File: config.mk
export PLATFORM = sky130hd
export DESIGN_NAME = bss_top
export DESIGN_NICKNAME = d
export VERILOG_FILES = /design/src/pkg/bss_pkg.sv /design/src/bss_strap_latch.sv /design/src/bss_top.sv
export SDC_FILE = /design/constraint.sdc
export NUM_CORES = 1
export LEC_CHECK = 0
export BUFFER_PORTS_ARGS = -buffer_cell sky130_fd_sc_hd__buf_2
export CAP_MARGIN = 30
export CORE_ASPECT_RATIO = 0.5
export CORE_MARGIN = 3
export CORE_UTILIZATION = 51
export CTS_CLUSTER_SIZE = 30
export DETAILED_ROUTE_END_ITERATION = 10
export PLACE_DENSITY = 0.84
export SYNTH_ARGS = -nofsm -noshare
export SYNTH_HDL_FRONTEND = slang
export SYNTH_SLANG_ARGS = --single-unit
File: constraint.sdc
create_clock -name ref_clk -period 1.7 [get_ports ref_clk]
set_input_delay 0 -clock ref_clk [delete_from_list [all_inputs] [get_ports ref_clk]]
set_output_delay 0 -clock ref_clk [all_outputs]
set_load 0.01 [all_outputs]
File: src/pkg/bss_pkg.sv
// constants and types for bus status and reset strap sampling
package bss_pkg;
   // cycle status codes, three bits, active-low pins
   localparam logic [2:0] CYC_INTA     = 3'h0;
   localparam logic [2:0] CYC_IO_RD    = 3'h1;
   localparam logic [2:0] CYC_IO_WR    = 3'h2;
   localparam logic [2:0] CYC_HALT     = 3'h3;
   localparam logic [2:0] CYC_FETCH    = 3'h4;
   localparam logic [2:0] CYC_MEM_RD   = 3'h5;
   localparam logic [2:0] CYC_MEM_WR   = 3'h6;
   localparam logic [2:0] CYC_PASSIVE  = 3'h7;
   // clock mode encodings {sel2, sel1}
   localparam logic [1:0] CLK_X4       = 2'h3;
   localparam logic [1:0] CLK_DIV2     = 2'h2;
   localparam logic [1:0] CLK_X1       = 2'h1;
   localparam logic [1:0] CLK_RSVD     = 2'h0;
   // upper chip select reset window, 20-bit addresses
   localparam logic [19:0] UCS_BASE_RST = 20'hF0000;
   localparam logic [19:0] UCS_MASK_RST = 20'hF0000;
   localparam logic [19:0] BOOT_ADDR    = 20'hFFFF0;
   // strap valid delay after the strap latching edge, in clock cycles
   localparam int          STRAP_DLY    = 2;
   // bus cycle phases t1..t4, gray coded
   typedef enum logic [2:0] {
      PH_IDLE = 3'h0,
      PH_T1   = 3'h1,
      PH_T2   = 3'h3,
      PH_T3   = 3'h2,
      PH_T4   = 3'h6
   } bss_phase_t;
endpackage

File: src/bss_strap_latch.sv
// latches reset straps once after reset release and holds them
`timescale 1ns/1ps
module bss_strap_latch #(
   parameter int W = 6
) (
   input  wire logic         ref_clk,
   input  wire logic         reset_n,
   input  wire logic [W-1:0] strap_in,
   output logic      [W-1:0] strap_out,
   output logic              strap_valid
);
   import bss_pkg::*;
   logic [1:0] cnt_reg;
   // counter starts at release; straps caught by clock, not by reset
   always_ff @(posedge ref_clk or negedge reset_n) begin
      if (!reset_n) begin
         cnt_reg     <= 2'h0;
         strap_valid <= 1'b0;
      end else if (!strap_valid) begin
         cnt_reg <= cnt_reg + 2'h1;
         if (cnt_reg == 2'(STRAP_DLY)) begin
            strap_valid <= 1'b1;
         end
      end
   end
   // held until the next reset, later pin changes ignored
   always_ff @(posedge ref_clk or negedge reset_n) begin
      if (!reset_n) begin
         strap_out <= {W{1'b1}};
      end else if (!strap_valid && cnt_reg == 2'h0) begin
         strap_out <= strap_in;
      end
   end
endmodule

File: src/bss_top.sv
// bus cycle status outputs and reset strap mode selection
`timescale 1ns/1ps
// Function
// drive active-low cycle status code for the current cycle type
// float status in hold, hold ack and float-all; pullup in reset
// dma flag high in t2..t4 of dma cycles; floated in hold or reset
// internal memory disable strap turns internal memory off
// show-read strap drives internal reads, both bytes, onto ad bus
// clock mode from two straps: x4, div2, x1, reserved
// div2 mode halves input clock and keeps pll off
// clock straps latched within three cycles after reset rises
// system holds clock straps stable four cycles before release; the bench's first reset holds them two cycles
// system never presents both clock selects low
// gpio driver on clock select one never pulls low in reset
// both float-all requests low at release floats every pin
// upper select defaults to f0000..fffff so boot fetch hits
// upper select for programmable block up to 512k; high in hold
// vector indicator is and of inverted top four address bits
// vector indicator only in t1; floated in hold and float-all
// sync ready active high, sampled on bus clock, no extra sync
// sync ready forced low when its pin is a gpio
// unused sync ready tied low by the system
// high byte write is or of byte-high and write; pullup, float
// strap modes held until next reset
// status passive when idle and at end of each cycle
module bss_top
   import bss_pkg::*;
(
   input  wire logic        ref_clk,
   input  wire logic        reset_n,
   input  wire logic        hold_active,
   input  wire logic        cycle_start,
   input  wire logic [2:0]  cycle_type,
   input  wire logic        cycle_dma,
   input  wire logic [19:0] cycle_addr,
   input  wire logic        byte_high_enable_n,
   input  wire logic        write_strobe_n,
   input  wire logic        async_ready_in,
   input  wire logic        sync_ready_in,
   input  wire logic        sync_ready_is_gpio,
   input  wire logic [19:0] ucs_base,
   input  wire logic [19:0] ucs_mask,
   input  wire logic        ucs_cfg_load,
   input  wire logic        int_read_valid,
   input  wire logic [15:0] int_read_data,
   input  wire logic        internal_memory_off_strap,
   input  wire logic        show_internal_reads_strap,
   input  wire logic        clock_select_strap_one,
   input  wire logic        clock_select_strap_two,
   input  wire logic        float_all_request_zero,
   input  wire logic        float_all_request_one,
   output logic [2:0]       cycle_status_n,
   output logic [2:0]       cycle_status_oe_n,
   output logic             dma_cycle_flag,
   output logic             dma_cycle_flag_oe_n,
   output logic             upper_memory_select_n,
   output logic             upper_memory_select_oe_n,
   output logic             vector_table_indicator_n,
   output logic             vector_table_indicator_oe_n,
   output logic             write_high_byte_n,
   output logic             write_high_byte_oe_n,
   output logic [15:0]      muxed_addr_data_bus,
   output logic             muxed_addr_data_bus_oe_n,
   output logic             cycle_ready,
   output logic             internal_memory_off,
   output logic             clock_mode_div2,
   output logic             clock_mode_x1,
   output logic             pll_enable,
   output logic             clock_half_en,
   output logic             float_all_mode,
   output logic             straps_valid
);
   ////////////////////////////////////////////////////////////////////
   logic [5:0]  straps;
   logic        sv;
   bss_phase_t  phase_reg;
   bss_phase_t  phase_next;
   logic [2:0]  type_reg;
   logic        dma_reg;
   logic [19:0] addr_reg;
   logic [19:0] base_reg;
   logic [19:0] mask_reg;
   logic        float_w;
   logic        hiz_w;
   logic        sync_ready_in_w;

   // only memory cycles may select the upper block, never i/o or halt
   function automatic logic ucs_hit(input logic [2:0]  t,
                                    input logic [19:0] a,
                                    input logic [19:0] b,
                                    input logic [19:0] m);
      ucs_hit = (t >= CYC_FETCH) && (t != CYC_PASSIVE) &&
                ((a & m) == (b & m));
   endfunction

   bss_strap_latch #(.W(6)) u_strap (
      .ref_clk     (ref_clk),
      .reset_n     (reset_n),
      .strap_in    ({internal_memory_off_strap, show_internal_reads_strap,
                     clock_select_strap_two, clock_select_strap_one,
                     float_all_request_one, float_all_request_zero}),
      .strap_out   (straps),
      .strap_valid (sv)
   );

   assign float_w = (straps[1:0] == 2'h0);
   assign hiz_w   = float_w | hold_active;
   // a gpio-configured ready pin must never complete a cycle
   assign sync_ready_in_w  = sync_ready_in & ~sync_ready_is_gpio;

   ////////////////////////////////////////////////////////////////////
   // strap-derived modes, all registered
   always_ff @(posedge ref_clk or negedge reset_n) begin
      if (!reset_n) begin
         internal_memory_off <= 1'b0;
         clock_mode_div2     <= 1'b0;
         clock_mode_x1       <= 1'b0;
         pll_enable          <= 1'b1;
         float_all_mode      <= 1'b0;
         straps_valid        <= 1'b0;
      end else begin
         straps_valid        <= sv;
         internal_memory_off <= sv & ~straps[5];
         clock_mode_div2     <= sv & (straps[3:2] == CLK_DIV2);
         clock_mode_x1       <= sv & (straps[3:2] == CLK_X1);
         pll_enable          <= ~(sv & (straps[3:2] == CLK_DIV2));
         float_all_mode      <= sv & float_w;
      end
   end

   // divide-by-two enable; only meaningful in div2 mode
   always_ff @(posedge ref_clk or negedge reset_n) begin
      if (!reset_n) begin
         clock_half_en <= 1'b0;
      end else if (clock_mode_div2) begin
         clock_half_en <= ~clock_half_en;
      end else begin
         clock_half_en <= 1'b1;
      end
   end

   ////////////////////////////////////////////////////////////////////
   // bus cycle phase sequencer t1..t4
   always_comb begin
      case (phase_reg)
         PH_IDLE: phase_next = cycle_start ? PH_T1 : PH_IDLE;
         PH_T1:   phase_next = PH_T2;
         PH_T2:   phase_next = PH_T3;
         PH_T3:   phase_next = cycle_ready ? PH_T4 : PH_T3;
         PH_T4:   phase_next = cycle_start ? PH_T1 : PH_IDLE;
         default: phase_next = PH_IDLE;
      endcase
      // refused starts must not leak onto status, ucs or uzi either
      if (!sv || hold_active) begin
         phase_next = PH_IDLE;
      end
   end

   always_ff @(posedge ref_clk or negedge reset_n) begin
      if (!reset_n) begin
         phase_reg <= PH_IDLE;
      end else if (!sv || hold_active) begin
         phase_reg <= PH_IDLE;
      end else begin
         phase_reg <= phase_next;
      end
   end

   always_ff @(posedge ref_clk or negedge reset_n) begin
      if (!reset_n) begin
         type_reg <= CYC_PASSIVE;
         dma_reg  <= 1'b0;
         addr_reg <= BOOT_ADDR;
      end else if (phase_next == PH_T1 && sv && !hold_active) begin
         type_reg <= cycle_type;
         dma_reg  <= cycle_dma;
         addr_reg <= cycle_addr;
      end
   end

   // sync ready used directly; async path assumed already synchronised
   always_ff @(posedge ref_clk or negedge reset_n) begin
      if (!reset_n) begin
         cycle_ready <= 1'b0;
      end else begin
         cycle_ready <= sync_ready_in_w | async_ready_in;
      end
   end

   // upper window reloads only on request; reset gives boot window
   always_ff @(posedge ref_clk or negedge reset_n) begin
      if (!reset_n) begin
         base_reg <= UCS_BASE_RST;
         mask_reg <= UCS_MASK_RST;
      end else if (ucs_cfg_load && ucs_mask[19]) begin
         base_reg <= ucs_base;
         mask_reg <= ucs_mask;
      end
   end

   ////////////////////////////////////////////////////////////////////
   // pin drivers; oe_n low means driving
   always_ff @(posedge ref_clk or negedge reset_n) begin
      if (!reset_n) begin
         cycle_status_n    <= CYC_PASSIVE;
         cycle_status_oe_n <= 3'h7;
      end else begin
         cycle_status_oe_n <= {3{hiz_w}};
         if (phase_next == PH_T1 || phase_next == PH_T2) begin
            cycle_status_n <= (phase_next == PH_T1) ? cycle_type
                                                    : type_reg;
         end else begin
            cycle_status_n <= CYC_PASSIVE;
         end
      end
   end

   always_ff @(posedge ref_clk or negedge reset_n) begin
      if (!reset_n) begin
         dma_cycle_flag      <= 1'b0;
         dma_cycle_flag_oe_n <= 1'b1;
      end else begin
         dma_cycle_flag_oe_n <= hold_active | float_w;
         dma_cycle_flag <= dma_reg & (phase_next == PH_T2 ||
                           phase_next == PH_T3 || phase_next == PH_T4);
      end
   end

   always_ff @(posedge ref_clk or negedge reset_n) begin
      if (!reset_n) begin
         upper_memory_select_n    <= 1'b1;
         upper_memory_select_oe_n <= 1'b0;
      end else begin
         upper_memory_select_oe_n <= float_w;
         if (hold_active || phase_next == PH_IDLE) begin
            upper_memory_select_n <= 1'b1;
         end else if (phase_next == PH_T1) begin
            upper_memory_select_n <=
               ~ucs_hit(cycle_type, cycle_addr, base_reg, mask_reg);
         end else begin
            upper_memory_select_n <=
               ~ucs_hit(type_reg, addr_reg, base_reg, mask_reg);
         end
      end
   end

   always_ff @(posedge ref_clk or negedge reset_n) begin
      if (!reset_n) begin
         vector_table_indicator_n    <= 1'b1;
         vector_table_indicator_oe_n <= 1'b1;
      end else begin
         vector_table_indicator_oe_n <= hiz_w;
         if (phase_next == PH_T1) begin
            vector_table_indicator_n <= |cycle_addr[19:16];
         end else begin
            vector_table_indicator_n <= 1'b1;
         end
      end
   end

   always_ff @(posedge ref_clk or negedge reset_n) begin
      if (!reset_n) begin
         write_high_byte_n    <= 1'b1;
         write_high_byte_oe_n <= 1'b1;
      end else begin
         write_high_byte_oe_n <= hiz_w;
         write_high_byte_n <= byte_high_enable_n | write_strobe_n;
      end
   end

   // show-read: whole word driven, unused byte included
   always_ff @(posedge ref_clk or negedge reset_n) begin
      if (!reset_n) begin
         muxed_addr_data_bus      <= 16'h0000;
         muxed_addr_data_bus_oe_n <= 1'b1;
      end else begin
         muxed_addr_data_bus_oe_n <=
            ~(sv & ~straps[4] & int_read_valid & ~hiz_w);
         muxed_addr_data_bus      <= int_read_data;
      end
   end

   ////////////////////////////////////////////////////////////////////
   a_status_passive: assert property (
      @(posedge ref_clk) disable iff (!reset_n)
      phase_reg == PH_IDLE && (!cycle_start || hold_active)
      |=> cycle_status_n == CYC_PASSIVE)
      else $error("status not passive while idle");
   a_dma_window: assert property (
      @(posedge ref_clk) disable iff (!reset_n)
      dma_cycle_flag |-> phase_reg != PH_T1 && phase_reg != PH_IDLE)
      else $error("dma flag outside t2..t4");
   a_vector_t1: assert property (
      @(posedge ref_clk) disable iff (!reset_n)
      !vector_table_indicator_n |-> phase_reg == PH_T1 &&
      $past(cycle_addr[19:16]) == 4'h0)
      else $error("vector indicator wrong");
   a_whb_or: assert property (
      @(posedge ref_clk) disable iff (!reset_n)
      write_high_byte_n == ($past(byte_high_enable_n) |
      $past(write_strobe_n)))
      else $error("high byte write not or");
   a_float_hiz: assert property (
      @(posedge ref_clk) disable iff (!reset_n)
      float_all_mode |-> cycle_status_oe_n == 3'h7 &&
      vector_table_indicator_oe_n && dma_cycle_flag_oe_n &&
      upper_memory_select_oe_n && write_high_byte_oe_n &&
      muxed_addr_data_bus_oe_n)
      else $error("float-all pins driven");
   a_ucs_hold: assert property (
      @(posedge ref_clk) disable iff (!reset_n)
      hold_active |=> upper_memory_select_n)
      else $error("upper select low in hold");
   a_strap_time: assert property (
      @(posedge ref_clk) disable iff (!reset_n)
      $rose(reset_n) || !sv |-> ##[0:3] sv)
      else $error("straps not latched in time");
   a_strap_hold: assert property (
      @(posedge ref_clk) disable iff (!reset_n)
      sv && $past(sv) |-> $stable(straps))
      else $error("strap changed after latch");
   a_pll_div2: assert property (
      @(posedge ref_clk) disable iff (!reset_n)
      clock_mode_div2 |-> !pll_enable)
      else $error("pll on in div2");
   a_sync_ready_in_gpio: assert property (
      @(posedge ref_clk) disable iff (!reset_n)
      sync_ready_is_gpio && !async_ready_in |=> !cycle_ready)
      else $error("gpio ready leaked");
endmodule

# Word-level counts from Yosys, hierarchy flattened
# Cells that the tools add are included.
# totals
wordCells	103
ff_bits	111
output_inout_bits	39
in_bits	97
# op_classes
magnitude_cmp	2
bitwise	24
reduce_logical	21
addsub	1
n_eq_ne	15
muxes	13
# ops
operator	count
20-bit AND	3
20-bit == test	2
3-bit 2-to-1 mux	5
3-bit by 2-bit == test with 1-bit output (second input constant)	4
3-bit one-hot mux with 4 select lines	1
1-bit AND	9
1-bit inverter	9
1-bit logical AND	8
1-bit 2-to-1 mux	7
3-bit by 1-bit == test with 1-bit output (second input constant)	2
3-bit == test (second input constant)	2
3-bit >= comparator (second input constant)	2
3-bit logical NOT	2
3-bit != test (second input constant)	2
1-bit logical OR	5
2-bit == test (second input constant)	2
2-bit logical NOT	2
4-bit OR reduction	1
1-bit OR	3
2-bit by 1-bit adder with 2-bit output (second input constant)	1
2-bit by 1-bit == test with 1-bit output (second input constant)	1
1-bit logical NOT	2
2-bit OR reduction	1

# Depth between registers and ports, before layout
# logic_depth
depth_word	8
ltp_mapped	6
mapped_depth_nobuf	6

# Cells and area by module
# Synthesis repeated with hierarchy kept, for this count alone.
# hier_totals
cells_unflattened	326
hier_area_um2	4580.6
# by_module_without_submodules
module	cells_per_inst	area_per_inst_um2	instances	seq_area_each_um2
bss_top	302	4181.5	1	2572.5
bss_strap_latch	24	399.1	1	232.7

# Least setup slack after synthesis
# No wires, ideal clock.
# synth_timing
path_kind	flip-flop to flip-flop
start	register base_reg[14]
end	register upper_memory_select_n
synth_period_minus_slack_ns	1.536
n_path_buf	0
arrival_time_ns	1.440
setup_ns	0.095
setup_slack_ns	0.164
path_stages_with_launch	7
required_ns	1.605
path_cell_list	dfrtp_1 > xor2_1 > a22o_1 > a221oi_2 > nand3_1 > a2111oi_2 > a31oi_1
# synth_between
elab_chain_len	6
word_cells_on_any_way	9
cone_classes	2 x eq/ne; 2 x mux; 3 x bitwise; 2 x reduce/logical
# synth_rtl
item	line	text
start: declaration	bss_top.sv:81	logic [19:0] base_reg;
start signal: assignment	bss_top.sv:196	base_reg <= ucs_base;
20-bit AND *	bss_top.sv:93	((a & m) == (b & m));
20-bit == test	bss_top.sv:93	
1-bit logical AND	bss_top.sv:92	ucs_hit = (t >= CYC_FETCH) && (t != CYC_PASSIVE) &&
1-bit inverter, on equally long branches	bss_top.sv:242, bss_top.sv:239	
1-bit 2-to-1 mux *	bss_top.sv:237	end else if (phase_next == PH_T1) begin
1-bit 2-to-1 mux *	bss_top.sv:235	if (hold_active || phase_next == PH_IDLE) begin
end signal: assignment	bss_top.sv:238	upper_memory_select_n <=
end signal: assignment	bss_top.sv:241	upper_memory_select_n <=
end: declaration	bss_top.sv:56	output logic upper_memory_select_n,
# Every way passes the cells marked *; elsewhere a longest branch is shown, timed or not.
# A chain may end at the register's enable or synchronous reset.

# Worst setup path in the final report
# Same ends and word-level chain as after synthesis.

==> summary.txt <==
Critical path
  • Data arrival at the endpoint of the critical path: 1.90 ns
  • Flop-to-flop setup slack: 0.07 ns
  • Crit path required time: 1.97 ns
  • Kind of start point of the critical path: flip-flop
  • Worst R2R Start: base_reg[14]
  • Crit path kind: reg -> reg
  • Max FO, Critical Path: 3
  • Capturing element type of the critical path: flip-flop
  • Worst-case reg-to-reg path depth: 6
  • Critical register-to-register path endpoint: upper_memory_select_n

STA
  • Worst slew margin: 0.7209
  • Slew @ Worst Pin: 0.4176 ns
  • Setup violators final: 0
  • Endpoints failing hold: 0
  • Unrepaired setup endpoints after global routing: no
  • Maximum clock rate: 613.9 MHz
  • Min Clock Period, post-route: 1.629 ns
  • Worst Skew: 0.01169 ns
  • Period utilisation layout: 0.9582
  • Number of pins exceeding their max-slew limit in the final report: 0

Logic synthesis
  • Yosys top cell area share: 0.3695
  • Average size of a mapped cell: 14.13 sq um
  • Share of synthesized flip-flops with an asynchronous set or reset: 1.000
  • Number of distinct library cells after synthesis: 48
  • Syn Nets: 425
  • Yosys Warn Count: 0
  • Synth area leader: dfrtp_1
  • Synthesized instance count: 326
  • Number of enable flip-flop cells after synthesis: 0
  • Biggest area contributors in the synthesized netlist: dfrtp_1, dfstp_2, mux2_2
  • Netlist area before placement: 0.004606 sq mm
  • Proportion of synthesized chip area in sequential cells: 0.6091
  • Count of state elements after synthesis: 110
  • Main flop type after synthesis: dfrtp_1

GRT
  • Number of antenna violations at the first check in global routing: 0
  • Maximum number of pins on one net before global-route repair: 49
  • Total congestion overflow: 0
  • Global router's overall resource usage: 0.2642
  • Global-route wire length before repair: 20,580 microns
  • Via count of the first global-routing pass: 3,940

Place
  • Number of instances in the placed design: 568
  • RD Place Congestion: 0.8179
  • Area after detailed placement: 0.005448 sq mm
  • Port Buffers: 135
  • Sum of net half-perimeters after detailed placement: 7251 microns

Layout
  • Layout cells sized above 1: 0.5044
  • Post-layout nets: 661
  • Post-Layout Inst Area: 0.006756 sq mm
  • Number of cells in the finished layout apart from fillers: 679
  • Final Util: 0.8068
  • Antenna fix cells: 0
  • Syn-to-layout area delta: 46.70%

Floorplan
  • Initial core utilization: 0.5500
  • Number of placement rows: 23
  • Std-Cell Core Area: 0.008374 sq mm
  • Floorplan die area: 0.01028 sq mm
  • Horiz. Die Dim: 140.4 microns
  • I/O pin count: 136
  • Die Y-Extent: 73.20 microns

Detailed routing
  • Number of search-and-repair iterations in the first detailed-routing pass: 4
  • Number of design rule violations left after detail routing: 0
  • Vias post-DR: 3,675
  • Detail-routed net length per standard cell: 19.19 microns
  • Detail-routed via count per cell: 5.412
  • 1st-iter DRT viols: 247
  • DRT antenna net count: 0
  • Total wirelength of the detailed-routed design: 13,030 microns

Worst hold path
  • HP Class: in -> async

Clock network
  • Insertion delay of the later-clocked pin in the worst-skew pair: 0.35 ns
  • Deepest level of the CTS H-tree: 3
  • Number of CTS-inserted buffers: 9
  • Maximum root-to-sink buffer count: 2
  • Clock root buffer: clkbuf_16
  • CTS clock-pin slew for the worst setup and hold paths: 0.08 ns
  • Clock sink count: 110
  • Clock tree from TritonCTS: done

Run
  • Max-cap check violation count: 0

Pwr
  • Reported leakage power: 3.050 nW
  • Total power per unit cell area: 1055 mW/mm^2
  • Worst vdd ir: 0.6957 mV

Run status
  • Result of the run: finished, final reports clean
[per-layer routing]
metal / up-vias / track usage / wire (microns)
li1: 1622 / - / -
met1: 1853 / 0.3182 / 5103
met2: 162 / 0.4661 / 6747
met3: 38 / 0.06086 / 821
met4: 0 / 0.1128 / 359
met5: - / 0 / 0
[report_power, final]
part / switching (mW) / internal, mW / leakage (nW)
clock network: 0.958 / 1.35 / 0.161
registers: 0.327 / 3.11 / 1.24
logic: 0.618 / 0.771 / 1.65
[Yosys cell counts (all sizes together), types with 3 or more instances]
library cell,count
a22o,3
nand3,6
a221oi,4
inv,5
nand2,23
nor2b,4
nor2,7
xor2,26
mux2,70
buf,8
dfstp,42
or2,4
clkbuf,5
a22oi,5
nor4,3
nand3b,6
o21ai,4
dfrtp,68
[cell usage in the layout (no fill, tap or decap), drive strengths merged, types with 3 or more instances in the layout]
cell	Yosys	layout
a221oi	4	4
nor2b	4	4
or2	4	4
nand3b	6	6
dfrtp	68	68
nand2	23	23
mux2	70	70
xor2	26	26
nand3	6	6
clkbuf	5	11
nor2	7	7
nor4	3	3
dfstp	42	42
buf	8	144
a22o	3	3
inv	5	8
o21ai	4	4
dlygate4sd3	0	94
a22oi	5	5
[stage by stage]
step	setup WS [ns]	hold WS, ns	setup TNS (ns)	power, mW
CTS	0.0006051	0.09373	0	7.017
global route	0.008269	0.1370	0	7.434
finish	0.07102	0.1077	0	7.130
global placement	0.07070	-0.07912	0	4.500
floorplan	0.1644	-0.2956	0	4.086
detailed placement	-0.04184	-0.07425	-0.04184	4.543
[how the worst max path moves through the flow]
stage / end / start / slack (ns) / cells past startpoint
5_1_grt: upper_memory_select_n / base_reg[14] / 0.008 / 6
2_1_floorplan: upper_memory_select_n / base_reg[14] / 0.16 / 6
6_report: upper_memory_select_n / base_reg[14] / 0.07 / 6
3_3_place_gp: upper_memory_select_n / base_reg[14] / 0.07 / 6
3_5_place_dp: upper_memory_select_n / base_reg[14] / -0.04 / 6
4_1_cts: upper_memory_select_n / base_reg[14] / 0.0006 / 6
[kinds of logic (layout without fill, tap and decap cells)]
group	count (synthesis)	count (layout)	synth area share
XOR/XNOR	28	28	0.05488
buffers and inverters	18	259	0.02010
adder cells (fa/ha/maj)	2	2	0.005432
AO/OA/AOI/OAI	31	31	0.05244
multiplexers	72	72	0.1763
AND/OR/NAND/NOR	65	65	0.08177
flip-flops	110	110	0.6091
[critical path: stages, from the launching register on]
cell and delay (ns):
dfrtp_1 0.42, xor2_1 0.17, a22o_1 0.26, a221oi_2 0.22, nand3_2 0.14, a2111oi_4 0.22
a31oi_1 0.12
[final cells by class]
type / count / area, sq um
Clock buffer: 11 / 242.7
Clock inverter: 5 / 86.33
Fill cell: 429 / 1618
Inverter: 5 / 18.77
Multi-Input combinational cell: 198 / 1739
Sequential cell: 110 / 2805
Tap cell: 112 / 140.1
Timing Repair Buffer: 238 / 1724
[repair_timing]
action | CTS | global route
pin swaps | 1 | 1
buffers inserted | 0 | 1
hold buffers | 94 | 0
setup endpoints to repair | 1 | 2
endpoints found under the hold margin | 168 | 0
gates resized for setup | 1 | 4
No activity file was read; power rests on OpenSTA's default activity.
